==> src/pulse_timer_cfg.svh <==
// constants for the pulse timer unit counter core: offsets, fields, reset values
`ifndef PULSE_TIMER_CFG_SVH
`define PULSE_TIMER_CFG_SVH

// ---------------------------------------------------------------
// sizes
// ---------------------------------------------------------------
`define PTU_NCH          4
`define PTU_CNT_W        16
`define PTU_ADDR_W       12
`define PTU_NFLAG        5

// ---------------------------------------------------------------
// global register byte offsets
// ---------------------------------------------------------------
`define PTU_OFF_START    12'h000
`define PTU_OFF_SYNC     12'h004
`define PTU_OFF_STATUS   12'h008
`define PTU_OFF_INTEN    12'h00C

// ---------------------------------------------------------------
// per channel window: base, stride bits, word index inside it
// ---------------------------------------------------------------
`define PTU_CH_REGION    5'h02
`define PTU_REG_CTRL     3'h0
`define PTU_REG_COUNT    3'h1
`define PTU_REG_GRA      3'h2
`define PTU_REG_GRB      3'h3
`define PTU_REG_GRC      3'h4
`define PTU_REG_GRD      3'h5

// ---------------------------------------------------------------
// control field positions and codes
// ---------------------------------------------------------------
`define PTU_CTL_PHASE    0
`define PTU_CTL_BUFC     1
`define PTU_CTL_BUFD     2
`define PTU_CTL_CLR_LO   5
`define PTU_CTL_CLR_HI   6
`define PTU_CLR_NONE     2'h0
`define PTU_CLR_GRA      2'h1
`define PTU_CLR_GRB      2'h2
`define PTU_CLR_SYNC     2'h3

// ---------------------------------------------------------------
// status / enable flag positions inside each channel byte
// ---------------------------------------------------------------
`define PTU_FLG_MATCHA   0
`define PTU_FLG_MATCHB   1
`define PTU_FLG_MATCHC   2
`define PTU_FLG_MATCHD   3
`define PTU_FLG_OVF      4
`define PTU_FLG_STRIDE   8

// ---------------------------------------------------------------
// reset and boundary values
// ---------------------------------------------------------------
`define PTU_CNT_MAX      16'hFFFF
`define PTU_CNT_ZERO     16'h0000

`endif

==> src/pulse_timer_pkg.sv <==
// types shared by the pulse timer unit counter core
package pulse_timer_pkg;
	`include "pulse_timer_cfg.svh"

	typedef logic [`PTU_CNT_W-1:0] count_t;

	typedef struct packed {
		logic [1:0]   clrSrc;     // clear_source_bit1/bit0
		logic         bufD;       // general_reg_d used as buffer
		logic         bufC;       // general_reg_c used as buffer
		logic         phaseMode;  // phase counting mode 2
		count_t       count;      // timer_count
		count_t [3:0] genReg;     // general_reg_a .. general_reg_d
	} chan_t;

	typedef logic [`PTU_NFLAG-1:0] flags_t;

	typedef struct packed {
		chan_t  [`PTU_NCH-1:0] chan;
		logic   [`PTU_NCH-1:0] startBits;  // channel_start_reg
		logic   [`PTU_NCH-1:0] syncBits;   // synchronisation_reg
		flags_t [`PTU_NCH-1:0] status;     // channel_status_reg
		flags_t [`PTU_NCH-1:0] inten;      // interrupt_enable_reg
		logic   [3:0]          pinS1;      // synchroniser stage 1
		logic   [3:0]          pinS2;      // synchroniser stage 2
		logic   [3:0]          pinS3;      // synchroniser stage 3
		logic   [3:0]          pinLvl;     // accepted pin level
		logic   [3:0]          pinPrev;    // level one cycle earlier
		logic   [31:0]         rdata;      // read data register
	} state_t;
endpackage : pulse_timer_pkg

==> src/pulse_timer_core.sv <==
// counter core of the pulse timer unit: four channels, apb registers, interrupt
//
// Behaviour
// - clear source: none, reg A, reg B, sync
// - control bit 7 above the clear field reads zero always
// - sync clearing needs channel sync bit set
// - buffered C/D registers give no match
// - after reset counters are free-running but stopped
// - counting starts when start bit set
// - wrap FFFF to 0000 sets overflow flag
// - enabled overflow flag raises interrupt request
// - after overflow count continues from zero
// - compare clearing makes channel a periodic counter
// - count equal period sets flag, clears count
// - enabled match flag raises interrupt request
// - channels 0,3 use A/B; 1,2 use C/D
// - phase mode 2: A falls, B sets direction
`timescale 1ns/1ps

`include "pulse_timer_cfg.svh"

module pulse_timer_core
	import pulse_timer_pkg::*;
(
	input  wire logic        ref_clk,     // 40 MHz clock
	input  wire logic        reset_n,     // async reset, active low
	input  wire logic [11:0] paddr,       // apb byte address
	input  wire logic        psel,        // apb select
	input  wire logic        penable,     // apb access phase
	input  wire logic        pwrite,      // apb write
	input  wire logic [31:0] pwdata,      // apb write data
	input  wire logic [3:0]  pstrb,       // apb byte strobes
	output logic      [31:0] prdata,      // apb read data
	output logic             pready,      // apb ready
	output logic             pslverr,     // apb error on unmapped address
	input  wire logic        extClockA,   // ext_clock_a phase pin
	input  wire logic        extClockB,   // ext_clock_b phase pin
	input  wire logic        extClockC,   // ext_clock_c phase pin
	input  wire logic        extClockD,   // ext_clock_d phase pin
	output logic             irq          // level interrupt request
);

	// ---------------------------------------------------------------
	// decode helpers
	// ---------------------------------------------------------------

	// address falls in the per channel window
	function automatic logic isChanAddr(input logic [11:0] a);
		isChanAddr = (a[11:7] == `PTU_CH_REGION) && (a[4:2] <= `PTU_REG_GRD) && (a[1:0] == 2'h0);
	endfunction : isChanAddr

	// address is any mapped register
	function automatic logic isMapped(input logic [11:0] a);
		isMapped = isChanAddr(a) || (a == `PTU_OFF_START) || (a == `PTU_OFF_SYNC)
			|| (a == `PTU_OFF_STATUS) || (a == `PTU_OFF_INTEN);
	endfunction : isMapped

	// index 0 of the phase pair is A/B, index 1 is C/D
	function automatic logic pairOf(input int ch);
		pairOf = (ch == 1) || (ch == 2);
	endfunction : pairOf

	// pack per channel flags into byte lanes
	function automatic logic [31:0] packFlags(input flags_t [`PTU_NCH-1:0] f);
		logic [31:0] w;
		w = 32'h0000_0000;
		for (int i = 0; i < `PTU_NCH; i++)
		begin
			w[i*`PTU_FLG_STRIDE +: `PTU_NFLAG] = f[i];
		end
		packFlags = w;
	endfunction : packFlags

	// unpack byte lanes into per channel flags
	function automatic flags_t [`PTU_NCH-1:0] unpackFlags(input logic [31:0] w);
		flags_t [`PTU_NCH-1:0] f;
		for (int i = 0; i < `PTU_NCH; i++)
		begin
			f[i] = w[i*`PTU_FLG_STRIDE +: `PTU_NFLAG];
		end
		unpackFlags = f;
	endfunction : unpackFlags

	// merge a write under byte strobes
	function automatic logic [31:0] strobeMerge(input logic [31:0] old, input logic [31:0] wd,
			input logic [3:0] st);
		logic [31:0] m;
		m = old;
		for (int b = 0; b < 4; b++)
		begin
			if (st[b])
			begin
				m[b*8 +: 8] = wd[b*8 +: 8];
			end
		end
		strobeMerge = m;
	endfunction : strobeMerge

	// read view of one register
	function automatic logic [31:0] readWord(input state_t st, input logic [11:0] a);
		logic [31:0] r;
		logic [1:0]  c;
		r = 32'h0000_0000;
		c = a[6:5];
		if (isChanAddr(a))
		begin
			case (a[4:2])
				`PTU_REG_CTRL:
				begin
					// bit 7 is not stored and reads as zero
					r[`PTU_CTL_CLR_HI:`PTU_CTL_CLR_LO] = st.chan[c].clrSrc;
					r[`PTU_CTL_PHASE] = st.chan[c].phaseMode;
					r[`PTU_CTL_BUFC]  = st.chan[c].bufC;
					r[`PTU_CTL_BUFD]  = st.chan[c].bufD;
				end
				`PTU_REG_COUNT: r[15:0] = st.chan[c].count;
				`PTU_REG_GRA:   r[15:0] = st.chan[c].genReg[0];
				`PTU_REG_GRB:   r[15:0] = st.chan[c].genReg[1];
				`PTU_REG_GRC:   r[15:0] = st.chan[c].genReg[2];
				`PTU_REG_GRD:   r[15:0] = st.chan[c].genReg[3];
				default:        r = 32'h0000_0000;
			endcase
		end
		else if (a == `PTU_OFF_START)
		begin
			r[`PTU_NCH-1:0] = st.startBits;
		end
		else if (a == `PTU_OFF_SYNC)
		begin
			r[`PTU_NCH-1:0] = st.syncBits;
		end
		else if (a == `PTU_OFF_STATUS)
		begin
			r = packFlags(st.status);
		end
		else if (a == `PTU_OFF_INTEN)
		begin
			r = packFlags(st.inten);
		end
		readWord = r;
	endfunction : readWord

	// ---------------------------------------------------------------
	// reset release
	// ---------------------------------------------------------------
	logic   rstMeta;
	logic   rstSync;
	state_t s;
	state_t next_s;

	// two flops release reset synchronously
	always_ff @(posedge ref_clk or negedge reset_n)
	begin
		if (!reset_n)
		begin
			rstMeta <= 1'b0;
			rstSync <= 1'b0;
		end
		else
		begin
			rstMeta <= 1'b1;
			rstSync <= rstMeta;
		end
	end

	// ---------------------------------------------------------------
	// bus handshake and outputs
	// ---------------------------------------------------------------
	logic busWrite;
	logic [31:0] wWord;

	// zero wait state answer, read data latched in the setup cycle
	assign pready   = 1'b1;
	assign pslverr  = psel && penable && !isMapped(paddr);
	assign busWrite = psel && penable && pwrite && isMapped(paddr);
	assign wWord    = strobeMerge(readWord(s, paddr), pwdata, pstrb);
	assign prdata   = s.rdata;

	// level interrupt from unmasked sticky flags
	always_comb
	begin
		irq = 1'b0;
		for (int i = 0; i < `PTU_NCH; i++)
		begin
			irq = irq | (|(s.status[i] & s.inten[i]));
		end
	end

	// ---------------------------------------------------------------
	// next state
	// ---------------------------------------------------------------
	always_comb
	begin
		logic [`PTU_NCH-1:0] running;
		logic [`PTU_NCH-1:0] ownClr;
		logic [`PTU_NCH-1:0] clr;
		logic [`PTU_NCH-1:0] up;
		logic [`PTU_NCH-1:0] dn;
		flags_t [`PTU_NCH-1:0] ev;
		flags_t [`PTU_NCH-1:0] w1c;
		logic [3:0] fall;
		logic syncClr;
		logic pa;
		logic pb;
		logic [1:0] c;
		running = '0;
		ownClr  = '0;
		clr     = '0;
		up      = '0;
		dn      = '0;
		ev      = '0;
		w1c     = '0;
		fall    = 4'h0;
		syncClr = 1'b0;
		pa      = 1'b0;
		pb      = 1'b0;
		c       = paddr[6:5];
		next_s  = s;

		// phase pins: three stages, accept when stages two and three agree
		next_s.pinS1 = {extClockD, extClockC, extClockB, extClockA};
		next_s.pinS2 = s.pinS1;
		next_s.pinS3 = s.pinS2;
		for (int p = 0; p < 4; p++)
		begin
			if (s.pinS2[p] == s.pinS3[p])
			begin
				next_s.pinLvl[p] = s.pinS3[p];
			end
		end
		next_s.pinPrev = s.pinLvl;
		fall = s.pinPrev & ~s.pinLvl;

		// per channel compare events and own clearing
		for (int i = 0; i < `PTU_NCH; i++)
		begin
			running[i] = s.startBits[i];
			ev[i][`PTU_FLG_MATCHA] = running[i] && (s.chan[i].count == s.chan[i].genReg[0]);
			ev[i][`PTU_FLG_MATCHB] = running[i] && (s.chan[i].count == s.chan[i].genReg[1]);
			ev[i][`PTU_FLG_MATCHC] = running[i] && !s.chan[i].bufC
				&& (s.chan[i].count == s.chan[i].genReg[2]);
			ev[i][`PTU_FLG_MATCHD] = running[i] && !s.chan[i].bufD
				&& (s.chan[i].count == s.chan[i].genReg[3]);
			// clearing from A or B makes the channel periodic
			ownClr[i] = ((s.chan[i].clrSrc == `PTU_CLR_GRA) && ev[i][`PTU_FLG_MATCHA])
				|| ((s.chan[i].clrSrc == `PTU_CLR_GRB) && ev[i][`PTU_FLG_MATCHB]);
			syncClr = syncClr | (ownClr[i] && s.syncBits[i]);
		end

		// final clear, direction and count update
		for (int i = 0; i < `PTU_NCH; i++)
		begin
			clr[i] = ownClr[i] || ((s.chan[i].clrSrc == `PTU_CLR_SYNC) && s.syncBits[i] && syncClr);
			pa = pairOf(i) ? fall[2] : fall[0]; // falling edge of phase A
			pb = pairOf(i) ? s.pinLvl[3] : s.pinLvl[1];
			if (s.chan[i].phaseMode)
			begin
				up[i] = running[i] && pa && pb;
				dn[i] = running[i] && pa && !pb;
			end
			else
			begin
				up[i] = running[i];
			end
			if (clr[i])
			begin
				next_s.chan[i].count = `PTU_CNT_ZERO;
			end
			else if (up[i])
			begin
				next_s.chan[i].count = s.chan[i].count + 16'h0001;
				ev[i][`PTU_FLG_OVF] = (s.chan[i].count == `PTU_CNT_MAX);
			end
			else if (dn[i])
			begin
				next_s.chan[i].count = s.chan[i].count - 16'h0001;
			end
		end

		// bus writes; a counting write to the same count loses to software
		if (busWrite)
		begin
			if (isChanAddr(paddr))
			begin
				case (paddr[4:2])
					`PTU_REG_CTRL:
					begin
						next_s.chan[c].clrSrc    = wWord[`PTU_CTL_CLR_HI:`PTU_CTL_CLR_LO];
						next_s.chan[c].phaseMode = wWord[`PTU_CTL_PHASE];
						next_s.chan[c].bufC      = wWord[`PTU_CTL_BUFC];
						next_s.chan[c].bufD      = wWord[`PTU_CTL_BUFD];
					end
					`PTU_REG_COUNT: next_s.chan[c].count     = wWord[15:0];
					`PTU_REG_GRA:   next_s.chan[c].genReg[0] = wWord[15:0];
					`PTU_REG_GRB:   next_s.chan[c].genReg[1] = wWord[15:0];
					`PTU_REG_GRC:   next_s.chan[c].genReg[2] = wWord[15:0];
					`PTU_REG_GRD:   next_s.chan[c].genReg[3] = wWord[15:0];
					default:        next_s.chan[c].count     = next_s.chan[c].count;
				endcase
			end
			else if (paddr == `PTU_OFF_START)
			begin
				next_s.startBits = wWord[`PTU_NCH-1:0];
			end
			else if (paddr == `PTU_OFF_SYNC)
			begin
				next_s.syncBits = wWord[`PTU_NCH-1:0];
			end
			else if (paddr == `PTU_OFF_STATUS)
			begin
				w1c = unpackFlags(pwdata & {{8{pstrb[3]}}, {8{pstrb[2]}}, {8{pstrb[1]}}, {8{pstrb[0]}}});
			end
			else if (paddr == `PTU_OFF_INTEN)
			begin
				next_s.inten = unpackFlags(wWord);
			end
		end

		// sticky flags: a new event wins over a write-one clear
		for (int i = 0; i < `PTU_NCH; i++)
		begin
			next_s.status[i] = (s.status[i] & ~w1c[i]) | ev[i];
		end

		// read data captured in the setup cycle
		if (psel && !penable && !pwrite)
		begin
			next_s.rdata = readWord(s, paddr);
		end
	end

	// ---------------------------------------------------------------
	// state register
	// ---------------------------------------------------------------
	always_ff @(posedge ref_clk or negedge rstSync)
	begin
		if (!rstSync)
		begin
			s <= '0; // clear source none, all stopped
		end
		else
		begin
			s <= next_s;
		end
	end

endmodule : pulse_timer_core

==> config.mk <==
export PLATFORM = sky130hd
export DESIGN_NAME = pulse_timer_core
export DESIGN_NICKNAME = d
export VERILOG_FILES = /design/src/pulse_timer_pkg.sv /design/src/pulse_timer_core.sv
export VERILOG_INCLUDE_DIRS = /design/src
export SDC_FILE = /design/constraint.sdc
export NUM_CORES = 1
export LEC_CHECK = 0
export ABC_AREA = 0
export ABC_CLOCK_PERIOD_IN_PS = 12880
export BUFFER_PORTS_ARGS = -buffer_cell sky130_fd_sc_hd__buf_2
export CAP_MARGIN = 40
export CELL_PAD_IN_SITES_DETAIL_PLACEMENT = 0
export CELL_PAD_IN_SITES_GLOBAL_PLACEMENT = 1
export CORE_MARGIN = 10
export CORE_UTILIZATION = 46
export CTS_BUF_LIST = sky130_fd_sc_hd__clkbuf_8
export CTS_CLUSTER_SIZE = 14
export DETAILED_ROUTE_END_ITERATION = 8
export PLACE_DENSITY_LB_ADDON = 0.2
export SETUP_SLACK_MARGIN = 0.4
export SLEW_MARGIN = 15
export SYNTH_ARGS = -nofsm -noshare
export SYNTH_HDL_FRONTEND = slang
export SYNTH_SLANG_ARGS = --single-unit
==> constraint.sdc <==
create_clock -name ref_clk -period 12.88 [get_ports ref_clk]
set_input_delay 1.288 -clock ref_clk [delete_from_list [all_inputs] [get_ports ref_clk]]
set_output_delay 1.288 -clock ref_clk [all_outputs]
set_load 0.01 [all_outputs]
==> summary.md <==
| Metric | Value |
|---|---|
| Synth top area cells | `dfrtp_1 (42%), nand2_1 (6.3%), xnor2_1 (6.1%), o21ai_0 (6.0%), mux4_2 (5.6%)` |
| Asr flop ratio synth | `100.0%` |
| Psw | `1.325 mW` |
| PortBufs | `78` |
| Crit path required time | `13.41 ns` |
| Post-CTS Hold Fix Bufs | `0` |
| XOR/XNOR Fraction of Synth Area | `10.75%` |
| GRT Residual Overflow | `0` |
| Ports | `92` |
| Worst setup SP type | `input port` |
| Commonest non-fill, non-tap cell in the layout | `dfrtp_1` |
| Final worst path period share | `41.79%` |
| Sw Ratio | `34.86%` |
| Die area | `65460 µm²` |
| Global-route wire length before repair | `172000 µm` |
| Detail Route Antenna Nets | `0` |
| DR iter-0 viols | `3366` |
| Post-CTS Resized | `0` |
| Setup-failing EPs final | `0` |
| Pwr dens | `132.7 nW/µm²` |
| Vias/cell | `6.643` |
| Worst-path clk slew | `0.06 ns` |
| Max VDD drop | `128.2 µV` |
| Largest net degree at the start of global routing | `64` |
| Final Skew | `0.06024 ns` |
| Combinational Power Share | `22.5%` |
| CTS Sinks | `434` |
| Core area | `55090 µm²` |
| Post-CTS setup buffer count | `0` |
| Leak | `12.32 nW` |
| RSZ-0062 raised after global routing | `no` |
| Flops & latches, synth | `434` |
| Design Power | `3.802 mW` |
| Hold Fails Final Rpt | `0` |
| WL per Instance | `35.34 µm` |
| Total length of routed wires | `124800 µm` |
| Level count of the clock H-tree | `3` |
| Worst Tran Pin Value | `1.090 ns` |
| DRT Pass-1 Iters | `7` |
| Routed vias | `23460` |
| Most Crowded Layer GR | `met2` |
| Yosys cell types | `83` |
| Top-area cell type share of the netlist area | `42.44%` |
| FMAX | `185.8 MHz` |
| Clk Latency, worst-skew pair | `0.72 ns` |
| Nets | `2779` |
| Drc violations | `0` |
| Slew Viols, Final | `0` |
| Post-synth EDFFs | `0` |
| Post-synth top area cell | `dfrtp_1` |
| Max transition margin | `26.65%` |
| WS Path Type | `input port to register` |
| Post-synthesis compound-gate area fraction | `14.41%` |
| Ys flop type | `dfrtp_1` |
| TNS Setup | `0 ns` |
| Initial antenna violation count | `16` |
| Worst Setup Slack post-DPL | `6.978 ns` |
| Layout cells sized above 1 | `16.74%` |
| Setup slack after layout | `7.498 ns` |
| Synth Instances | `2669` |
| Initial Util | `46.44%` |
| DIE WIDTH | `255.8 µm` |
| Chip Height | `255.8 µm` |
| YS warnings | `0` |
| Max-cap viol count | `0` |
| CTS tree | `built` |
| CTS Buf Count | `80` |
| Non-Filler Instances | `3531` |
| Detailed placement HPWL | `89660 µm` |
| Root buf cell | `clkbuf_8` |
| Sequential fraction of the synthesis area | `42.44%` |
| Clock Power Share | `37.6%` |
| Grt met1 use | `48.86%` |
| Placed Cells | `3369` |
| Crit path time final | `5.382 ns` |
| Int Pwr | `2.476 mW` |
| Synthesized cell area | `25590 µm²` |
| Longest Clk Path Bufs | `3` |
| Synth Area in Adders | `0.5477%` |
| RD Place Congestion | `1.091` |
| Met2 Resource Use GR | `50.96%` |
| Hold slack | `0.1260 ns` |
| GRT Resource Usage Total | `37.15%` |
| Syn-to-layout area delta | `11.98%` |
| Most frequent cells in the layout | `dfrtp_1 (433), nand2_1 (428), o21ai_0 (307), xnor2_1 (179), xor2_1 (135)` |
| WP data arrival | `5.92 ns` |
| Cells on worst reg2reg path | `9` |
| Vias in the first global route | `21580` |
| FP Rows | `86` |
| Worst-path fanout max | `47` |
| Syn avg cell area | `9.587 µm²` |
| Outcome | `finished, final reports clean` |
| Worst setup EP type | `register` |
| Flop pwr share | `39.9%` |
| GR met3 Demand/Resource | `13.00%` |
| Post-synthesis simple-gate area fraction | `16.63%` |
| HP Class | `register to async pin` |
| Largest family of logic cells by synthesized area | `simple AND/OR/NAND/NOR gates` |
| Mux contribution to synthesized area | `9.413%` |
## final timing paths
| kind | start | to | slack [ns] |
|---|---|---|---|
| max | paddr[5] | register | 7.50 |
| min reg2reg | rstSync$_DFF_PN0_ | async pin | 0.13 |
| min | rstSync$_DFF_PN0_ | async pin | 0.13 |
| max in group asynchronous | rstSync$_DFF_PN0_ | async pin | 10.85 |
| max reg2reg | s[177]$_DFF_PN0_ | s[76]$_DFF_PN0_ | 8.57 |
| min in group ref_clk | rstMeta$_DFF_PN0_ | rstSync$_DFF_PN0_ | 0.35 |
## power groups by stage
stage               clock network (mW)  registers, mW  logic (mW)
global placement                     0           1.54       0.795
finish                            1.43           1.52       0.854
global route                      1.50           1.51       0.878
detailed placement                   0           1.54       0.809
floorplan                            0           1.48       0.512
CTS                               1.44           1.51       0.813
## layer usage
layer  routed length [µm]  vias up
li1                     -     9639
met1                48400    11680
met2                49960     1728
met3                16760      399
met4                 9626        6
met5                   46        -
## through the flow
| step | utilization, % | area (µm²) |
|---|---|---|
| finish | 52.01 | 28650 |
| global route | 51.99 | 28640 |
| CTS | 51.79 | 28530 |
| detailed placement | 48.70 | 26830 |
| global placement | 47.92 | 26400 |
| floorplan | - | 25610 |
## logic make-up (layout without fill, tap and decap cells)
group,Yosys count,count (layout)
AO/OA/AOI/OAI,600,600
other,2,14
multiplexers,133,133
flip-flops,434,434
adder cells (fa/ha/maj),12,12
XOR/XNOR,314,314
buffers and inverters,280,382
AND/OR/NAND/NOR,894,894
## synthesized netlist by cell type (all sizes together), types with 11 or more instances
master / instances
or3: 15
nand3: 90
o22ai: 51
a21oi: 54
a221oi: 29
and3: 24
or4: 11
a31oi: 14
nand4: 65
a22o: 13
nor2b: 11
nand2b: 13
xnor2: 179
xor2: 135
mux2: 20
nor4: 47
o21ai: 330
nor3: 30
a22oi: 31
inv: 32
nor2: 108
mux2i: 34
nand2: 428
buf: 147
clkbuf: 101
dfrtp: 434
o32ai: 19
mux4: 79
## area by class of cell
class	instances	area, µm²
sequential	434	10860
antenna	6	15.01
fill	5158	26440
multi-input combinational	1961	13420
clock inverter	45	324.1
clock buffer	100	1376
inverter	32	120.1
timing repair buffer	205	1598
tap	748	935.9
## critical path: stages
cell and delay [ns]:
buf_4 0.35, buf_4 0.52, buf_4 0.74, mux4_2 0.60
a221oi_1 0.70, nor2_1 0.11, a21oi_1 0.21, o22ai_1 0.20
mux2i_4 0.56, buf_4 0.42, o21ai_0 0.17
No activity file was read; power rests on OpenSTA's default activity.
